[config.mk]
export PLATFORM = sky130hd
export DESIGN_NAME = xff_fabric_if
export DESIGN_NICKNAME = d
export VERILOG_FILES = /design/src/design/xff_pkg.sv /design/src/design/xff_fabric_if.sv /design/src/design/xff_fifo.sv
export SDC_FILE = /design/constraint.sdc
export NUM_CORES = 1
export LEC_CHECK = 0
export BUFFER_PORTS_ARGS = -buffer_cell sky130_fd_sc_hd__buf_2
export CORE_MARGIN = 1
export CORE_UTILIZATION = 40
export CTS_BUF_LIST = sky130_fd_sc_hd__clkbuf_4 sky130_fd_sc_hd__clkbuf_8
export CTS_CLUSTER_SIZE = 8
export DETAILED_ROUTE_END_ITERATION = 8
export HOLD_SLACK_MARGIN = 0.1
export SYNTH_ARGS = -nofsm -noshare
export SYNTH_HDL_FRONTEND = slang
export SYNTH_SLANG_ARGS = --single-unit
[constraint.sdc]
create_clock -name sys_clk -period 3.6 [get_ports sys_clk]
set_clock_uncertainty 0.1 [all_clocks]
set_input_delay 0.9 -clock sys_clk [delete_from_list [all_inputs] [get_ports sys_clk]]
set_output_delay 0.9 -clock sys_clk [all_outputs]
set_load 0.02 [all_outputs]
[src/design/xff_pkg.sv]
package xff_pkg;
  localparam int DATA_W = 16;
  localparam int FIFO_DEPTH = 8;
  localparam int SIGDET_SYNC_STAGES = 2;
  localparam logic FAULT_CLEAR = 1'b0;
  localparam logic SIGDET_FORCED = 1'b1;
  localparam logic CAL_PD_ACTIVE = 1'b0;
endpackage

[src/design/xff_fabric_if.sv]
module xff_fabric_if #(
  parameter int DATA_W = xff_pkg::DATA_W,
  parameter int DEPTH = xff_pkg::FIFO_DEPTH
) (
  input wire logic sys_clk,
  input wire logic reset,
  input wire logic rxDigitalReset,
  input wire logic txDigitalReset,
  input wire logic pipeMode,
  input wire logic lineSignalPresent,
  output logic rxSignalPresent,
  input wire logic rxFaultEnable,
  input wire logic txFaultEnable,
  output logic rxFifoFault,
  output logic txFifoFault,
  input wire logic calBlkPowerdown_n,
  output logic calBlkActive,
  input wire logic pcsRxValid,
  output logic pcsRxReady,
  input wire logic [DATA_W-1:0] pcsRxData,
  output logic fabRxValid,
  input wire logic fabRxReady,
  output logic [DATA_W-1:0] fabRxData,
  input wire logic fabTxValid,
  output logic fabTxReady,
  input wire logic [DATA_W-1:0] fabTxData,
  output logic pcsTxValid,
  input wire logic pcsTxReady,
  output logic [DATA_W-1:0] pcsTxData
);
  // ------------------------------------------------------------
  // resets and line sampling
  // ------------------------------------------------------------
  // one fabric clock serves both fifo sides; zero ppm by construction
  wire rxReset = reset || rxDigitalReset;
  wire txReset = reset || txDigitalReset;
  logic sigSync1_r;
  logic sigSync2_r;
  logic calSync1_r;
  logic calSync2_r;
  logic rxSignalPresent_r;
  logic calBlkActive_r;
  logic rxFifoFault_r;
  logic txFifoFault_r;
  logic rxOvf;
  logic rxUnd;
  logic txOvf;
  logic txUnd;
  logic [DATA_W-1:0] rxQ;
  logic [DATA_W-1:0] txQ;
  logic rxQValid;
  logic txQValid;

  always_ff @(posedge sys_clk) begin
    sigSync1_r <= lineSignalPresent;
    sigSync2_r <= sigSync1_r;
    calSync1_r <= calBlkPowerdown_n;
    calSync2_r <= calSync1_r;
  end

  // ------------------------------------------------------------
  // signal presence
  // ------------------------------------------------------------
  // outside pipe mode the detector is bypassed, so the flag carries no meaning
  wire sigPresentNxt = pipeMode ? sigSync2_r : xff_pkg::SIGDET_FORCED;

  always_ff @(posedge sys_clk) begin
    if (rxReset) begin
      rxSignalPresent_r <= xff_pkg::SIGDET_FORCED;
    end else begin
      rxSignalPresent_r <= sigPresentNxt;
    end
  end

  // ------------------------------------------------------------
  // calibration block power-down
  // ------------------------------------------------------------
  // while powered down both fifos are stalled: traffic may stop
  wire calDown = (calSync2_r == xff_pkg::CAL_PD_ACTIVE);

  always_ff @(posedge sys_clk) begin
    if (reset) begin
      calBlkActive_r <= 1'b0;
    end else begin
      calBlkActive_r <= !calDown;
    end
  end

  // ------------------------------------------------------------
  // phase compensation fifos
  // ------------------------------------------------------------
  wire rxInValid = pcsRxValid && !calDown;
  wire rxOutReady = fabRxReady && !calDown;
  wire txInValid = fabTxValid && !calDown;
  wire txOutReady = pcsTxReady && !calDown;
  logic rxInReady;
  logic txInReady;

  xff_fifo #(.WIDTH(DATA_W), .DEPTH(DEPTH)) rxFifo (
    .sys_clk(sys_clk),
    .reset(rxReset),
    .inValid(rxInValid),
    .inReady(rxInReady),
    .inData(pcsRxData),
    .outValid(rxQValid),
    .outReady(rxOutReady),
    .outData(rxQ),
    .overflow(rxOvf),
    .underrun(rxUnd)
  );

  xff_fifo #(.WIDTH(DATA_W), .DEPTH(DEPTH)) txFifo (
    .sys_clk(sys_clk),
    .reset(txReset),
    .inValid(txInValid),
    .inReady(txInReady),
    .inData(fabTxData),
    .outValid(txQValid),
    .outReady(txOutReady),
    .outData(txQ),
    .overflow(txOvf),
    .underrun(txUnd)
  );

  assign pcsRxReady = rxInReady && !calDown;
  assign fabTxReady = txInReady && !calDown;
  assign fabRxValid = rxQValid && !calDown;
  assign fabRxData = rxQ;
  assign pcsTxValid = txQValid && !calDown;
  assign pcsTxData = txQ;

  // ------------------------------------------------------------
  // fault flags
  // ------------------------------------------------------------
  // registered one cycle after the event, high one cycle per event
  wire rxFaultNxt = rxFaultEnable && (rxOvf || rxUnd);
  wire txFaultNxt = txFaultEnable && (txOvf || txUnd);

  always_ff @(posedge sys_clk) begin
    if (rxReset) begin
      rxFifoFault_r <= xff_pkg::FAULT_CLEAR;
    end else begin
      rxFifoFault_r <= rxFaultNxt;
    end
  end

  always_ff @(posedge sys_clk) begin
    if (txReset) begin
      txFifoFault_r <= xff_pkg::FAULT_CLEAR;
    end else begin
      txFifoFault_r <= txFaultNxt;
    end
  end

  assign rxSignalPresent = rxSignalPresent_r;
  assign calBlkActive = calBlkActive_r;
  assign rxFifoFault = rxFifoFault_r;
  assign txFifoFault = txFifoFault_r;
endmodule

[src/design/xff_fifo.sv]
// ------------------------------------------------------------
// phase compensation fifo with overflow / underrun flags
// ------------------------------------------------------------
module xff_fifo #(
  parameter int WIDTH = 16,
  parameter int DEPTH = 8
) (
  input wire logic sys_clk,
  input wire logic reset,
  input wire logic inValid,
  output logic inReady,
  input wire logic [WIDTH-1:0] inData,
  output logic outValid,
  input wire logic outReady,
  output logic [WIDTH-1:0] outData,
  output logic overflow,
  output logic underrun
);
  localparam int AW = $clog2(DEPTH);
  logic [WIDTH-1:0] mem_r [DEPTH];
  logic [AW-1:0] wrPtr_r;
  logic [AW-1:0] rdPtr_r;
  logic [AW:0] count_r;
  wire full = (count_r == (AW+1)'(DEPTH));
  wire empty = (count_r == '0);
  wire doWrite = inValid && !full;
  wire doRead = outReady && !empty;
  wire [AW-1:0] wrPtrNxt = (wrPtr_r == AW'(DEPTH - 1)) ? '0 : wrPtr_r + 1'b1;
  wire [AW-1:0] rdPtrNxt = (rdPtr_r == AW'(DEPTH - 1)) ? '0 : rdPtr_r + 1'b1;
  assign inReady = !full;
  assign outValid = !empty;
  assign outData = mem_r[rdPtr_r];
  // attempts against full/empty are the fault events
  assign overflow = inValid && full;
  assign underrun = outReady && empty;

  always_ff @(posedge sys_clk) begin
    if (doWrite) begin
      mem_r[wrPtr_r] <= inData;
    end
  end

  always_ff @(posedge sys_clk) begin
    if (reset) begin
      wrPtr_r <= '0;
      rdPtr_r <= '0;
      count_r <= '0;
    end else begin
      if (doWrite) wrPtr_r <= wrPtrNxt;
      if (doRead) rdPtr_r <= rdPtrNxt;
      count_r <= count_r + (AW+1)'(doWrite) - (AW+1)'(doRead);
    end
  end
endmodule

; ---- Word-level counts from Yosys, hierarchy flattened
; Memory sizes are Yosys's and may differ from the RTL's. A register that Yosys moved wholly into a read port is not among the register bits.
; Index checks and enable logic that the tools add are counted.
[classes]
add_sub_neg = 8
n_eq_ne = 6
n_mux = 12
n_bitwise = 1
reduce_logical = 29
[ops]
columns = cell, count
row1 = $mux 3, 8
row2 = $logic_and 1x1->1, 18
row3 = $add 3x1->3 const B, 4
row4 = $eq 3x3->1 const B, 4
row5 = $add 4x1->4, 2
row6 = $eq 4x4->1 const B, 2
row7 = $logic_not 4->1, 2
row8 = $sub 4x1->4, 2
row9 = $logic_not 1->1, 4
row10 = $logic_or 1x1->1, 4
row11 = $mux 1, 4
row12 = $reduce_or 2->1, 1
row13 = $not 1->1, 1
[totals]
regBits = 28
ramBits = 256
input_bits = 45
output_inout_bits = 40
elab_cells = 72
n_memories = 2
[mem_list]
columns = name, depth, word_bits, read_ports, rd_clocked_by_memory_dff, write_ports, line_no
row1 = rxFifo.mem_r, 8, 16, 1, 1, 1, xff_fifo.sv:20  ; logic [WIDTH-1:0] mem_r [DEPTH];
row2 = txFifo.mem_r, 8, 16, 1, 1, 1, xff_fifo.sv:20

; ---- Logic depth before layout (Yosys ltp)
; Gate-level depths: netlist of the first run.
[depth]
ltp_word = 5
depth_mapped = 10
depth_no_buf = 10

; ---- Cells and area by module
; Synthesis of the first run repeated with hierarchy kept, for this count alone.
[unflattened]
cells_unflattened = 564
area_unflattened_um2 = 11541.1
[by_module_without_submodules]
columns = mod, n_inst, cells_per_inst, area_per_inst_um2, seq_area_each_um2
row1 = xff_fifo (rxFifo), 1, 270, 5641.7, 4103.9
row2 = xff_fifo (txFifo), 1, 270, 5636.7, 4103.9
row3 = xff_fabric_if, 1, 24, 262.8, 160.2

; ---- Worst setup path after synthesis of the first run
; Ideal clock, no wire load.
[synth_timing]
kind = input to register
startpoint = input port fabTxValid
endpoint = memory txFifo.mem_r[2][0], enable pin
setup_ps = 436
arrival_ps = 2876
required_ps = 3064
slack_ps = 188
stages = 2
n_path_buf = 0
cell_sequence = nand3_2 > nor4b_1
[synth_via]
elab_chain_cells = 4
[synth_rtl]
columns = item, line_no
row1 = "start, declared", xff_fabric_if.sv:24  ; input wire logic fabTxValid,
row2 = $logic_and 1x1->1, xff_fabric_if.sv:94  ; wire txInValid = fabTxValid && !calDown;
row3 = $logic_and 1x1->1, xff_fifo.sv:26  ; wire doWrite = inValid && !full;
row4 = $mux 1, xff_fifo.sv:38  ; if (doWrite) begin
row5 = $mux 1 (implied by the code), xff_fifo.sv:39  ; mem_r[wrPtr_r] <= inData;
row6 = "end, declared", xff_fifo.sv:20
; No other way between the ends.

==> out/summary.txt, run 1 <==
asr flop ratio synth = 0%
Max Slew Vio Count = 0
vias in the first global route = 6085
post-CTS setup buffers = 0
pin count of the biggest net entering global routing = 33
Primary FF master, synth = edfxtp_1
Reg2Reg Setup Slack = 1.15 ns
vias per inst = 5.15
CTS root buffer = clkbuf_8
Final #Nets = 751
setup violators final = 0
Mapped Area = 11600 um^2
clk sink count = 290
cell area after layout = 13500 um^2
CTS tree = done
Iter 0 DRT Violations = 292
Die Span Y = 172 um
post-layout util = 48.0%
H-Tree Depth = 2
post-synthesis cell type count = 37
Final ANT Viol Nets = 0
Synth Net Count = 618
Area growth syn-to-layout = 16.6%
Max Cap Viol = 0
Yosys warnings = 0
synthesized area per cell = 20.9 um^2
grt ovf = 0
worst vdd ir = 0.340 mV
status = complete, no violations
Initial DRT Pass Iterations = 4
WL met2 = 11200 um
Worst Setup Path Type = flip-flop to output pin
Worst Path Required = 2.60 ns
vias = 5640
Total Die Area = 29600 um^2
flops & latches, synth = 290
hold buffer count at CTS = 0
setup_tns = 0 ns
crit path max fanout = 32
Min Hold Slack = 0.224 ns
reg2reg end = txFifo.count_r[1]
first-pass GRT wire length = 33700 um
critical path launch point type = flip-flop
ratio of total power to cell area = 497 nW/um^2
min Tclk post-route = 3.41 ns
Initial Util = 41.2%
arrival time worst endpoint = 2.41 ns
worst path cell trace = buf_4 -> mux4_1 -> mux2_2 -> buf_2
antenna violations before repair = 0
P_leak = 4.64 nW
number of buffers added on ports = 84
Post-synth EDFFs = 256
Slowest-stage cell, CP = mux4_1
Synth Instances = 553
Hold Path Stages = 0
CP Capture Type = output pin
post-CTS sizing = 0
reg2reg start = txFifo.count_r[2]
critical hold path startpoint = calSync1_r
setup slack after layout = 0.195 ns
FMAX = 294 MHz
dpl ws = 0.732 ns
# rows = 61
Worst Tran Pin Value = 0.899 ns
wire per inst = 20.2 um
drt drc = 0
clk_lat worst skew = 0.55 ns
share of layout cells above drive strength 1 = 34.6%
cells on worst reg2reg path = 9
Core ar. = 28100 um^2
Area after DPL = 12600 um^2
Die X = 172 um
crit-path max cell delay = 0.63 ns
final worst-path cycle share = 94.6%
IO Count = 85
final WL = 22200 um
metal3 WL = 1100 um
Final HPWL DP = 12800 um
Max Used Layer = met4
Slew headroom = 39.8%
Num CTS Buffers = 48
Reg clk slew, reported paths = 0.06 ns
register area share after synthesis = 72.4%
CTS Buffer Depth = 3
Final Hold Viols = 0
GRT Overall Usage = 15.5%
WL met1 = 9570 um
RSZ-0062 raised after global routing = no
Placer Congestion = 0.724
Hold WC Path Type = flip-flop to flip-flop
Hold Path Sink = calSync2_r
==> metrics by stage <==
stage | power, mW | cells
3_5_place_dp | 4.05 | 1014
3_3_place_gp | 4.03 | 1014
2_1_floorplan | 3.92 | 553
4_1_cts | 6.80 | 1095
5_1_grt | 6.97 | 1095
6_report | 6.71 | 1096
==> layout by cell type, fill, tap and decap left out, drive strengths merged, types with 5 or more instances in the layout <==
master	count
mux2	32
buf	106
nor3b	5
clkbuf	74
mux4	64
nor2	8
inv	12
clkinv	5
a21boi	6
dfxtp	34
mux2i	14
nand2	25
nor3	9
and2	7
ha	18
edfxtp	256
==> worst max path at each step <==
stage                          to        from
6_report            pcsTxData[15]   flip-flop
3_5_place_dp         pcsTxData[1]   flip-flop
2_1_floorplan  txFifo.mem_r[2][0]  fabTxValid
4_1_cts              pcsTxData[1]   flip-flop
5_1_grt             pcsTxData[15]   flip-flop
3_3_place_gp         pcsTxData[1]   flip-flop
==> per-layer routing <==
| metal | GRT usage [%] | up-vias |
|---|---|---|
| met5 | 0 | - |
| met4 | 4.19 | 0 |
| met3 | 3.46 | 35 |
| met2 | 26.7 | 128 |
| met1 | 19.6 | 2899 |
| li1 | - | 2578 |
==> worst max-delay path: cells and delay by family (launching register included) <==
| kind | cells | cell delay [ns] |
|---|---|---|
| multiplexers | 2 | 0.92 |
| buffers and inverters | 2 | 0.63 |
| flip-flops | 1 | 0.30 |
==> cell usage after synthesis, types with 5 or more instances <==
cell type	number	area [um^2]
buf_1	9	33.8
nor2_1	8	30.0
dfxtp_1	34	681
ha_1	18	225
mux2_2	32	360
nor3_1	9	45.0
mux2i_1	14	140
a21boi_0	6	45.0
nor3b_1	5	37.5
buf_6	8	90.1
mux4_1	56	1470
mux4_2	8	180
inv_1	10	37.5
and2_1	7	43.8
edfxtp_1	256	7690
nand2_1	25	93.8
==> area by class of cell <==
type,instances,area [um^2]
diodes,1,2.50
clock buffers,74,875
clock inverters,7,42.5
fillers,2414,14600
inverters,10,37.5
multi-input cells,230,3090
flip-flops and latches,290,8370
well taps,378,473
repair buffers,106,598
==> power breakdown <==
| part | internal (mW) | total [mW] | switching [mW] |
|---|---|---|---|
| Clock | 1.54 | 2.73 | 1.20 |
| Combinational | 0.105 | 0.263 | 0.158 |
| Sequential | 3.69 | 3.71 | 0.0156 |
| Total | 5.34 | 6.71 | 1.37 |
==> kinds of logic (layout without fill, tap and decap cells) <==
logic type               count (synthesis)  after routing  share of synthesized area, %
AO/OA/AOI/OAI                           16             16                         0.909
XOR/XNOR                                 2              2                         0.151
adder cells (fa/ha/maj)                 20             20                          2.29
buffers and inverters                   33            197                          1.62
flip-flops                             290            290                          72.4
multiplexers                           110            110                          18.6
other                                    0              1                             0
AND/OR/NAND/NOR                         82             82                          4.06
==> state kept, by name, indices dropped and copies added (netlist names), named ones only <==
signal and count:
rxFifo.mem_r 128, txFifo.mem_r 128, rxFifo.count_r 4, txFifo.count_r 4, rxFifo.rdPtr_r 3, rxFifo.wrPtr_r 3, txFifo.rdPtr_r 3, txFifo.wrPtr_r 3
calBlkActive 1, calSync1_r 1, calSync2_r 1, rxFifoFault 1, rxSignalPresent 1, sigSync1_r 1, sigSync2_r 1, txFifoFault 1
Power figures use the tool's default switching activity.
==> inputs of run 2 (changes only) <==
--- a/config.mk
+++ b/config.mk
@@ -6,7 +6,7 @@
 export NUM_CORES = 1
 export LEC_CHECK = 0
 export BUFFER_PORTS_ARGS = -buffer_cell sky130_fd_sc_hd__buf_2
-export CORE_MARGIN = 1
+export CORE_MARGIN = 10
 export CORE_UTILIZATION = 40
 export CTS_BUF_LIST = sky130_fd_sc_hd__clkbuf_4 sky130_fd_sc_hd__clkbuf_8
 export CTS_CLUSTER_SIZE = 8
==> constraint.sdc (replaced) <==
create_clock -name sys_clk -period 2.8 [get_ports sys_clk]
set_clock_uncertainty 0.1 [all_clocks]
set_input_delay 0.7 -clock sys_clk [delete_from_list [all_inputs] [get_ports sys_clk]]
set_output_delay 0.7 -clock sys_clk [all_outputs]
set_load 0.02 [all_outputs]
==> run 2 against run 1 <==
  * Clock power up 30%
  * Count of clock-buffer cells in the layout is the same
  * The flow now finishes with violations (setup timing)
  * Die area rose by 22%
  * Utilization up 0.62 points
  * Cell count up 1.7%
  * Wire length up 8.6%
  * Global-route usage fell by 2.2 points
  * Critical path type unchanged
  * Cell area is 3.2% higher
  * Sequential share of layout area is 1.9 points lower
  * First-iteration DRC count increased by 9.2%
  * Critical path depth up 1
==> out/summary.txt, run 2 (synthesis gave the netlist of run 1 again) <==
Final ANT Viol Nets = 0 (unchanged)
FMAX = 338 MHz
Initial DRT Pass Iterations = 4 (unchanged)
Hold WC Path Type = input port to flip-flop
share of layout cells above drive strength 1 = 43.5% (+8.9 points)
dpl ws = 0.318 ns (-0.414 ns)
Worst Setup Path Type = flip-flop to output pin
most frequent cells in the layout = edfxtp_1 (256), mux4_2 (60), buf_2 (52)
Final Hold Viols = 0 (unchanged)
number of fillers in the final layout = 2354 (-2.5%)
crit path max fanout = 8 (-75%)
Antenna diodes = 0 (-1)
CP Capture Type = output pin
Die X = 190 um (+10%)
GRT Overall Usage = 13.3% (-2.2 points)
cell area after layout = 13900 um^2 (+3.2%)
RSZ-0062 raised after global routing = yes
grt ovf = 0 (unchanged)
largest registers = rxFifo.mem_r (128), txFifo.mem_r (128)
Worst Tran Pin Value = 0.488 ns (-0.411 ns)
antenna violations before repair = 2 (+2)
ratio of total power to cell area = 628 nW/um^2 (+26%)
setup violators final = 32 (+32)
clk_lat worst skew = 0.55 ns (about the same)
Min Hold Slack = 0.151 ns (-0.0731 ns)
Die Span Y = 190 um (+10%)
WL met2 = 12400 um (+11%)
Placer Congestion = 0.709 (-2.0%)
CTS root buffer = clkbuf_8
first-pass GRT wire length = 36900 um (+9.3%)
drt drc = 0 (unchanged)
vias in the first global route = 6086 (+0.016%)
Area after DPL = 12700 um^2 (+0.80%)
Area growth syn-to-layout = 20.4%
arrival time worst endpoint = 2.16 ns (-0.25 ns)
Max Used Layer = met5
status = finished with violations
P_leak = 4.76 nW (+2.6%)
wire per inst = 21.6 um (+6.8%)
Max Cap Viol = 0 (unchanged)
Worst Path Required = 2.00 ns (-0.60 ns)
WL met1 = 9780 um (+2.2%)
pin count of the biggest net entering global routing = 33 (unchanged)
Max Slew Vio Count = 0 (unchanged)
vias per inst = 5.12 (-0.55%)
Reg clk slew, reported paths = 0.06 ns (about the same)
# rows = 62 (+1.6%)
critical path launch point type = flip-flop
Total Die Area = 36100 um^2 (+22%)
setup slack after layout = -0.159 ns (-0.354 ns)
Final #Nets = 762 (+1.5%)
metal3 WL = 1520 um (+38%)
CTS tree = done
hold buffer count at CTS = 0 (unchanged)
IO Count = 85 (unchanged)
Initial Util = 40.4% (-0.77 points)
final WL = 24100 um (+8.6%)
Core ar. = 28600 um^2 (+1.9%)
Num CTS Buffers = 46 (-4.2%)
clk sink count = 290 (unchanged)
Total Power = 8.74 mW (+30%)
H-Tree Depth = 2 (unchanged)
Iter 0 DRT Violations = 319 (+9.2%)
worst vdd ir = 0.392 mV (+15%)
vias = 5706 (+1.2%)
failing checks = setup timing
min Tclk post-route = 2.96 ns
CTS Buffer Depth = 3 (unchanged)
most common cell after layout, fill and taps aside = edfxtp_1
number of buffers added on ports = 84 (unchanged)
final worst-path cycle share = 106%
Slew headroom = 67.4% (+28 points)
Final HPWL DP = 13300 um (+3.7%)
[run 2: area by class of cell]
cell class | count | area [um^2] | area share (%)
Inverter | 10 | 37.5 | 0.270
Sequential cell | 290 | 8380 | 60.2
Clock buffer | 74 | 850 | 6.10
Clock inverter | 8 | 80.1 | 0.575
Timing Repair Buffer | 119 | 1050 | 7.58
Tap cell | 384 | 480 | 3.45
Multi-Input combinational cell | 230 | 3040 | 21.9
[run 2: timing repair]
action	CTS	global route
setup buffers	6	1
resized for setup	156	13
setup endpoints to repair	32	36
cloned	6	0
[run 2: path summary, 6_finish.rpt]
path,cells after the start,slack (ns),startpoint,endpoint
min reg2reg,0,0.23,sigSync1_r,sigSync2_r
max reg2reg,9,0.38,txFifo.count_r[2],txFifo.count_r[1]
min,1,0.15,lineSignalPresent,sigSync1_r
max,5,-0.16,flip-flop,fabRxData[1]
[run 2: metal layers]
layer,track usage [%],vias to the layer above
met5,0,-
met4,3.63,4
met3,3.90,37
met2,22.8,147
met1,16.0,2968
li1,-,2550
[run 2: worst max-delay path: stages, from the launching register on]
cell and delay [ns]:
dfxtp_4 0.39, buf_6 0.14, buf_16 0.15, mux4_2 0.51
mux2_4 0.29, buf_6 0.13
[run 2: per-stage QoR]
stage	setup TNS, ns	instances	utilization, %
3_3_place_gp	0	1024	44.2
6_report	-3.63	1115	48.6
3_5_place_dp	0	1024	44.2
5_1_grt	-6.36	1115	48.6
4_1_cts	-5.62	1117	48.8
2_1_floorplan	-17.94	553	-
[run 2: power by group]
part	internal [mW]	switching (mW)
sequential	4.75	0.0218
clock	2.01	1.55
combinational	0.188	0.215
